### src/pmc_pkg.sv
// Constants, register map and carrier types of the power mode controller
package pmc_pkg;

  // Clock period in nanoseconds
  localparam int unsigned CLK_PERIOD_NS = 4;

  // Special function register offsets
  localparam logic [7:0] POWER_CONTROL_ADDR = 8'h87;
  localparam logic [7:0] SLEEP_CONTROL_ADDR = 8'hbe;

  // Power control register layout
  localparam int unsigned POWER_CONTROL_ENTRY_BIT = 0;
  localparam int unsigned POWER_CONTROL_ZERO_BIT  = 1;
  localparam int unsigned POWER_CONTROL_SPARE_LSB = 2;
  localparam int unsigned POWER_CONTROL_SPARE_MSB = 7;
  localparam logic [5:0]  POWER_CONTROL_SPARE_RST = 6'h00;

  // Sleep control register layout, mode-select field
  localparam int unsigned MODE_LSB = 0;
  localparam int unsigned MODE_MSB = 1;

  // Mode-select encodings
  localparam logic [1:0] MODE_FULL_POWER  = 2'h0;
  localparam logic [1:0] MODE_LIGHT_SLEEP = 2'h1;
  localparam logic [1:0] MODE_TIMED_SLEEP = 2'h2;
  localparam logic [1:0] MODE_DEEP_SLEEP  = 2'h3;
  localparam logic [1:0] MODE_RST         = 2'h0;

  // Sequence times in nanoseconds and their cycle counts (least times, rounded up)
  localparam int unsigned LIGHT_DOWN_NS = 20;
  localparam int unsigned LIGHT_UP_NS   = 40;
  localparam int unsigned TIMED_DOWN_NS = 100;
  localparam int unsigned TIMED_UP_NS   = 200;
  localparam int unsigned CNT_W         = 8;
  localparam logic [CNT_W-1:0] LIGHT_DOWN_CYC =
    CNT_W'((LIGHT_DOWN_NS + CLK_PERIOD_NS - 1) / CLK_PERIOD_NS);
  localparam logic [CNT_W-1:0] LIGHT_UP_CYC =
    CNT_W'((LIGHT_UP_NS + CLK_PERIOD_NS - 1) / CLK_PERIOD_NS);
  localparam logic [CNT_W-1:0] TIMED_DOWN_CYC =
    CNT_W'((TIMED_DOWN_NS + CLK_PERIOD_NS - 1) / CLK_PERIOD_NS);
  localparam logic [CNT_W-1:0] TIMED_UP_CYC =
    CNT_W'((TIMED_UP_NS + CLK_PERIOD_NS - 1) / CLK_PERIOD_NS);

  // Synchroniser depth for pin inputs
  localparam int unsigned SYNC_STAGES = 3;

  // Controller states, one-hot
  typedef enum logic [4:0] {
    ST_ACTIVE   = 5'b00001,
    ST_CPU_IDLE = 5'b00010,
    ST_PWR_DOWN = 5'b00100,
    ST_SLEEP    = 5'b01000,
    ST_PWR_UP   = 5'b10000
  } pmc_state_t;

  // Special function register access from the CPU
  typedef struct packed {
    logic       wr;
    logic       rd;
    logic [7:0] addr;
    logic [7:0] wdata;
  } pmc_sfr_req_t;

  // Power and clock controls driven out of the block
  typedef struct packed {
    logic       regulator_on;
    logic       rc_osc_en;
    logic       crystal_osc_en;
    logic       lf_osc_en;
    logic       cpu_clock_stop;
    logic       io_hold;
    logic       sysclk_crystal;
    logic [1:0] power_mode;
  } pmc_pwr_ctl_t;

  localparam pmc_pwr_ctl_t PWR_CTL_RST = '{
    regulator_on:   1'b1,
    rc_osc_en:      1'b1,
    crystal_osc_en: 1'b1,
    lf_osc_en:      1'b1,
    cpu_clock_stop: 1'b0,
    io_hold:        1'b0,
    sysclk_crystal: 1'b0,
    power_mode:     MODE_FULL_POWER
  };

endpackage

### src/pmc_pin_sync.sv
// Three-stage pin synchroniser with agreement filter
`timescale 1ns/1ns
module pmc_pin_sync #(
  parameter int unsigned WIDTH = 3
) (
  input  wire logic             sys_clk,
  input  wire logic             sys_rst,
  input  wire logic [WIDTH-1:0] pin_in,
  output logic      [WIDTH-1:0] level_out
);
  import pmc_pkg::*;

  logic [WIDTH-1:0] s1_reg;
  logic [WIDTH-1:0] s2_reg;
  logic [WIDTH-1:0] s3_reg;
  logic [WIDTH-1:0] out_reg;
  logic [WIDTH-1:0] out_next;

  // Output moves only when the second and third stages agree
  genvar i;
  for (i = 0; i < WIDTH; i++) begin : g_bit
    always_comb begin
      out_next[i] = (s2_reg[i] == s3_reg[i]) ? s3_reg[i] : out_reg[i];
    end
  end

  always_ff @(posedge sys_clk or posedge sys_rst) begin
    if (sys_rst) begin
      s1_reg  <= '0;
      s2_reg  <= '0;
      s3_reg  <= '0;
      out_reg <= '0;
    end else begin
      s1_reg  <= pin_in;
      s2_reg  <= s1_reg;
      s3_reg  <= s2_reg;
      out_reg <= out_next;
    end
  end

  assign level_out = out_reg;

endmodule // pmc_pin_sync

### src/pmc_power_mode_controller.sv
// Power mode controller: sleep entry, power sequences, wake and register access
`timescale 1ns/1ns
module pmc_power_mode_controller (
  input  wire logic                   sys_clk,
  input  wire logic                   sys_rst,
  input  wire pmc_pkg::pmc_sfr_req_t  sfr_req,
  output logic [7:0]                  sfr_rdata,
  input  wire logic                   irq_pending,
  input  wire logic                   crystal_select,
  input  wire logic                   port_irq_pin,
  input  wire logic                   timer_expire_pin,
  input  wire logic                   ext_reset_pin,
  output pmc_pkg::pmc_pwr_ctl_t       pwr_ctl,
  output logic                        sleep_entry_bit,
  output logic                        cpu_restart
);
  import pmc_pkg::*;

  pmc_state_t       state_reg;
  pmc_state_t       state_next;
  logic [CNT_W-1:0] cnt_reg;
  logic [CNT_W-1:0] cnt_next;
  logic [1:0]       mode_reg;
  logic [1:0]       mode_next;
  logic [5:0]       spare_reg;
  logic [5:0]       spare_next;
  logic             entry_reg;
  logic             entry_next;
  logic             wake_rst_reg;
  logic             wake_rst_next;
  logic             xtal_reg;
  logic             xtal_next;
  logic             rst_seen_reg;
  logic             restart_reg;
  logic             restart_next;
  logic [7:0]       rdata_reg;
  logic [7:0]       rdata_next;
  pmc_pwr_ctl_t     pwr_reg;
  pmc_pwr_ctl_t     pwr_next;

  logic [2:0]       pins_sync;
  logic             port_wake;
  logic             timer_wake;
  logic             reset_wake;
  logic             power_control_wr;
  logic             sleep_wr;
  logic             go;
  logic             wake;
  logic             timed_class;

  pmc_pin_sync #(
    .WIDTH (3)
  ) u_pin_sync (
    .sys_clk   (sys_clk),
    .sys_rst   (sys_rst),
    .pin_in    ({ext_reset_pin, timer_expire_pin, port_irq_pin}),
    .level_out (pins_sync)
  );

  assign port_wake   = pins_sync[0];
  assign timer_wake  = pins_sync[1];
  assign reset_wake  = pins_sync[2];
  assign power_control_wr     = sfr_req.wr && (sfr_req.addr == POWER_CONTROL_ADDR);
  assign sleep_wr    = sfr_req.wr && (sfr_req.addr == SLEEP_CONTROL_ADDR);
  // Entry needs no pending enabled interrupt
  assign go          = power_control_wr && sfr_req.wdata[POWER_CONTROL_ENTRY_BIT] && !irq_pending;
  assign timed_class = mode_reg[1];

  // Wake sources per mode; deep sleep ignores the timer
  always_comb begin
    wake = reset_wake || port_wake;
    if (mode_reg != MODE_DEEP_SLEEP) begin
      wake = wake || timer_wake;
    end
    if (mode_reg == MODE_LIGHT_SLEEP) begin
      wake = wake || irq_pending;
    end
  end

  // Sequencer
  always_comb begin
    state_next    = state_reg;
    cnt_next      = (cnt_reg != '0) ? cnt_reg - CNT_W'(1) : cnt_reg;
    entry_next    = entry_reg;
    wake_rst_next = wake_rst_reg;
    restart_next  = 1'b0;
    case (state_reg)
      ST_ACTIVE: begin
        if (go) begin
          entry_next = 1'b1;
          if (mode_reg == MODE_FULL_POWER) begin
            state_next = ST_CPU_IDLE;
          end else begin
            state_next = ST_PWR_DOWN;
            cnt_next   = timed_class ? TIMED_DOWN_CYC - CNT_W'(1)
                                     : LIGHT_DOWN_CYC - CNT_W'(1);
          end
        end
        restart_next = reset_wake && !rst_seen_reg;
      end
      ST_CPU_IDLE: begin
        if (irq_pending || reset_wake) begin
          state_next   = ST_ACTIVE;
          entry_next   = 1'b0;
          restart_next = reset_wake;
        end
      end
      ST_PWR_DOWN: begin
        if (wake) begin
          state_next    = ST_PWR_UP;
          wake_rst_next = reset_wake;
          cnt_next      = timed_class ? TIMED_UP_CYC - CNT_W'(1)
                                      : LIGHT_UP_CYC - CNT_W'(1);
        end else if (cnt_reg == '0) begin
          state_next = ST_SLEEP;
        end
      end
      ST_SLEEP: begin
        if (wake) begin
          state_next    = ST_PWR_UP;
          wake_rst_next = reset_wake;
          cnt_next      = timed_class ? TIMED_UP_CYC - CNT_W'(1)
                                      : LIGHT_UP_CYC - CNT_W'(1);
        end
      end
      ST_PWR_UP: begin
        if (cnt_reg == '0) begin
          state_next    = ST_ACTIVE;
          entry_next    = 1'b0;
          restart_next  = wake_rst_reg;
          wake_rst_next = 1'b0;
        end
      end
      default: begin
        state_next = ST_ACTIVE;
        entry_next = 1'b0;
      end
    endcase
  end

  // Register file; values live across sleep, but the mode returns to full power at the end of power-up
  always_comb begin
    mode_next  = mode_reg;
    spare_next = spare_reg;
    if (sleep_wr && (state_reg == ST_ACTIVE)) begin
      mode_next = sfr_req.wdata[MODE_MSB:MODE_LSB];
    end
    if (power_control_wr) begin
      spare_next = sfr_req.wdata[POWER_CONTROL_SPARE_MSB:POWER_CONTROL_SPARE_LSB];
    end
    if ((state_reg == ST_PWR_UP) && (state_next == ST_ACTIVE)) begin
      mode_next = MODE_FULL_POWER;
    end
    rdata_next = 8'h00;
    if (sfr_req.rd && (sfr_req.addr == POWER_CONTROL_ADDR)) begin
      rdata_next = {spare_reg, 2'b00};
    end else if (sfr_req.rd && (sfr_req.addr == SLEEP_CONTROL_ADDR)) begin
      rdata_next = {6'h00, mode_reg};
    end
  end

  // Clock source: RC after each power-up sequence, crystal once software asks
  always_comb begin
    xtal_next = xtal_reg;
    if (state_reg == ST_PWR_UP) begin
      xtal_next = 1'b0;
    end else if ((state_reg == ST_ACTIVE) && crystal_select) begin
      xtal_next = 1'b1;
    end
  end

  // Power controls; regulator is switched off in timed and deep sleep
  always_comb begin
    pwr_next                = PWR_CTL_RST;
    pwr_next.sysclk_crystal = xtal_next;
    pwr_next.power_mode     = MODE_FULL_POWER;
    case (state_next)
      ST_ACTIVE: begin
        pwr_next.cpu_clock_stop = 1'b0;
      end
      ST_CPU_IDLE: begin
        pwr_next.cpu_clock_stop = 1'b1;
      end
      ST_PWR_DOWN, ST_PWR_UP: begin
        pwr_next.cpu_clock_stop = 1'b1;
        pwr_next.io_hold        = mode_next[1];
        pwr_next.power_mode     = mode_next;
      end
      ST_SLEEP: begin
        pwr_next.cpu_clock_stop = 1'b1;
        pwr_next.rc_osc_en      = 1'b0;
        pwr_next.crystal_osc_en = 1'b0;
        pwr_next.regulator_on   = !mode_next[1];
        pwr_next.lf_osc_en      = (mode_next != MODE_DEEP_SLEEP);
        pwr_next.io_hold        = mode_next[1];
        pwr_next.power_mode     = mode_next;
      end
      default: begin
        pwr_next.cpu_clock_stop = 1'b0;
      end
    endcase
  end

  always_ff @(posedge sys_clk or posedge sys_rst) begin
    if (sys_rst) begin
      state_reg    <= ST_ACTIVE;
      cnt_reg      <= '0;
      mode_reg     <= MODE_RST;
      spare_reg    <= POWER_CONTROL_SPARE_RST;
      entry_reg    <= 1'b0;
      wake_rst_reg <= 1'b0;
      xtal_reg     <= 1'b0;
      rst_seen_reg <= 1'b0;
      restart_reg  <= 1'b0;
      rdata_reg    <= 8'h00;
      pwr_reg      <= PWR_CTL_RST;
    end else begin
      state_reg    <= state_next;
      cnt_reg      <= cnt_next;
      mode_reg     <= mode_next;
      spare_reg    <= spare_next;
      entry_reg    <= entry_next;
      wake_rst_reg <= wake_rst_next;
      xtal_reg     <= xtal_next;
      rst_seen_reg <= reset_wake;
      restart_reg  <= restart_next;
      rdata_reg    <= rdata_next;
      pwr_reg      <= pwr_next;
    end
  end

  assign sfr_rdata       = rdata_reg;
  assign pwr_ctl         = pwr_reg;
  assign sleep_entry_bit = entry_reg;
  assign cpu_restart     = restart_reg;
endmodule // pmc_power_mode_controller

### config.mk
export PLATFORM = sky130hd
export DESIGN_NAME = pmc_power_mode_controller
export DESIGN_NICKNAME = d
export VERILOG_FILES = /design/src/pmc_pkg.sv /design/src/pmc_pin_sync.sv /design/src/pmc_power_mode_controller.sv
export SDC_FILE = /design/constraint.sdc
export NUM_CORES = 1
export LEC_CHECK = 0
export ABC_AREA = 1
export BUFFER_PORTS_ARGS = -buffer_cell sky130_fd_sc_hd__buf_2
export CORE_MARGIN = 5
export CORE_UTILIZATION = 55
export DETAILED_ROUTE_END_ITERATION = 7
export PLACE_DENSITY = 0.8
export SYNTH_ARGS = -nofsm -noshare
export SYNTH_HDL_FRONTEND = slang
export SYNTH_SLANG_ARGS = --single-unit
### constraint.sdc
create_clock -name sys_clk -period 3.6 [get_ports sys_clk]
set_input_delay 0.18 -clock sys_clk [delete_from_list [all_inputs] [get_ports sys_clk]]
set_output_delay 0.18 -clock sys_clk [all_outputs]
set_load 0.1 [all_outputs]
==> flow_summary.ini <==
[cts]
clk_pin_slew_ns = 0.09
insertion_delay_ns = 0.31
h-tree-depth = 2
cts.sinks = 52
cts_setup_buffers = 0
numCtsBuffers = 5
tritoncts = built
cts-root-buf = clkbuf_8
cts_buffer_depth = 2

[die]
core_area_mm2 = 0.004086
start_util_pct = 57.84
dieArea_mm2 = 0.005709
placementRows = 23
chipWidth_um = 75.56
die_y_um = 75.56
ios = 44

[sta]
worst_pin_slew_ns = 1.041
period_share_pct = 45.41
layout_min_cycle_time_ns = 1.635
drv_slew = 0
max_clock_freq_ghz = 0.6117
setup_violations = 0
finalHoldViolCount = 0
rsz0062_at_grt = false
worst_slew_margin_rel_pct = 30.49
tns_ns = 0
finClkSkew_ns = 0.007493

[placement]
gp_congestion = 0.8453
port_buffers = 43
hpwl_um = 3687

[setup_path]
worst_path_dominant_cell_family = simple AND/OR/NAND/NOR gates
path_depth = 9
path_cells = inv_1, ha_1, nand2_1, nor2_2, nand2_2, nand2_1, nand4_1, nand2_1, o21ai_0
criticalPathCategory = reg -> reg
r2r_end = sleep_entry_bit
slowest_delay_ns = 0.37
crit_end = sleep_entry_bit
slowest_stage = dfrtp_1
endpoint_kind = register
arrival_ns = 1.83
reg2reg_slack_ns = 1.97
crit_path_start = cnt_reg[0]
critical_path_buf_inv_count = 1
r2r_start = cnt_reg[0]
r2r_cells = 9
crit_top_cell = nand2_1
cp.required_ns = 3.79
path_max_fanout = 6
worst_setup_path_start_kind = register

[route]
wirelength_um = 4838
antenna_left = 0
route.detailed.drc = 0
drtPass1Iterations = 4
vias = 1841
wl_per_cell_um = 13.33
viasPerCell = 5.072
drt_iter0_drc = 120

[yosys]
synth.avg_cell_area_um2 = 8.953
synth.distinct_cells = 34
synth_warnings = 0
ys_ff_latch = 52
synth_edf_count = 0
synth_area_mm2 = 0.002364
synth_ff_type = dfrtp_1
syn_nets = 290
ys_seq_area_share_pct = 55.27
async_reset_ff_share_pct = 100.0
synthCells = 264

[outcome]
status = finished clean

[job]
maxCapViolCount = 0

[cells_and_area]
n_antenna_cell = 0
drive_gt1_share_pct = 24.92
mostFrequentLayoutCell = nand2_1
n_fill_cell = 331
syn_to_final_growth_pct = 14.98
final_nets = 338
final_cell_mix = nand2_1, dfrtp_1, inv_1
fin_util_pct = 66.50

[global_routing]
grt_max_degree = 53
grt_pass1_wl_um = 8431
gr-total-overflow = 0
grt_pass1_vias = 1874
gr-usage-all-layers_pct = 19.80
antenna_found_initial = 0

[power_and_ir_drop]
p_per_area_mw_per_mm2 = 547.2
vdd_drop_max_uv = 363.4
leakage_uw = 0.001467

[hold_path]
holdPathStages = 3
hp-class = in -> reg
## tightest hold or removal path, stage by stage
cell and delay (ns):
buf_2 0.07, nand2_1 0.04, o21ai_0 0.06
## layout make-up
type / count / area, µm² / share of cell area (%)
sequential: 52 / 1306 / 48.07
multi-input combinational: 156 / 827.0 / 30.43
timing repair buffer: 46 / 245.2 / 9.024
inverter: 51 / 191.4 / 7.044
clock buffer: 7 / 76.32 / 2.808
tap: 50 / 62.56 / 2.302
clock inverter: 1 / 8.758 / 0.3223
## where the power goes
part	switching [µW]	internal, µW
clock	185	139
combinational	318	143
sequential	42.4	659
## stage by stage
step	setup WS (ns)	instance area, µm²	power [µW]	hold slack (ns)	std cells
after global routing	1.821	2718	1591	0.09395	363
final	1.965	2718	1487	0.07904	363
after floorplan	2.096	2364	1067	0.2114	264
after global placement	2.043	2603	1159	0.2879	352
after detailed placement	1.990	2603	1169	0.2896	352
after CTS	1.964	2718	1492	0.07464	363
## Yosys cell counts, types with 2 or more instances
library cell   n  area (µm²)
o21ai_0       16       80.08
nor2_2         6       37.54
nor3_1         3       15.01
nand3_1       13       65.06
nand2_2        4       25.02
dfstp_2        4       105.1
o31ai_1        2       15.01
nand2_1       51       191.4
nand3_2        3       30.03
inv_1         48       180.2
a22oi_1        3       22.52
a21oi_1        6       30.03
nor2_1        24       90.09
maj3_1         3       30.03
dfrtp_1       48        1201
xor2_1         2       17.52
inv_2          3       11.26
buf_4          3       22.52
nand4_1        6       37.54
o21ai_2        2       17.52
## metal layers
metal / track usage [%] / wire length [µm] / up-vias / share of wire, %
met5: 0 / 0 / - / 0
met1: 25.93 / 2102 / 846 / 43
met4: 5.825 / 44 / 0 / 0.91
met2: 31.83 / 2315 / 67 / 48
met3: 6.201 / 376 / 6 / 7.8
li1: - / - / 922 / -
## how the worst min path moves through the flow
stage / startpoint / endpoint / slack [ns]
2_1_floorplan: port_irq_pin / u_pin_sync.s1_reg[0] / 0.21
3_3_place_gp: timer_expire_pin / u_pin_sync.s1_reg[1] / 0.29
3_5_place_dp: timer_expire_pin / u_pin_sync.s1_reg[1] / 0.29
4_1_cts: sfr_req[2] / spare_reg[0] / 0.07
5_1_grt: sfr_req[6] / spare_reg[4] / 0.09
6_report: sfr_req[6] / spare_reg[4] / 0.08
## kinds of logic after synthesis
logic type | Yosys count | share of synthesized area [%]
adders and majority gates | 4 | 1.800
AOI/OAI and AO/OA | 34 | 8.894
xor gates and xnor gates | 2 | 0.7413
DFF | 52 | 55.27
buffers and inverters | 56 | 9.740
and+or+nand+nor | 116 | 23.56
## timing repair
action | in CTS | in global routing
gates resized for setup | 0 | 0
endpoints found under the hold margin | 3 | 0
hold buffers | 3 | 0
setup endpoints to repair | 0 | 0
Note: power is estimated with default switching activity, not from simulation.
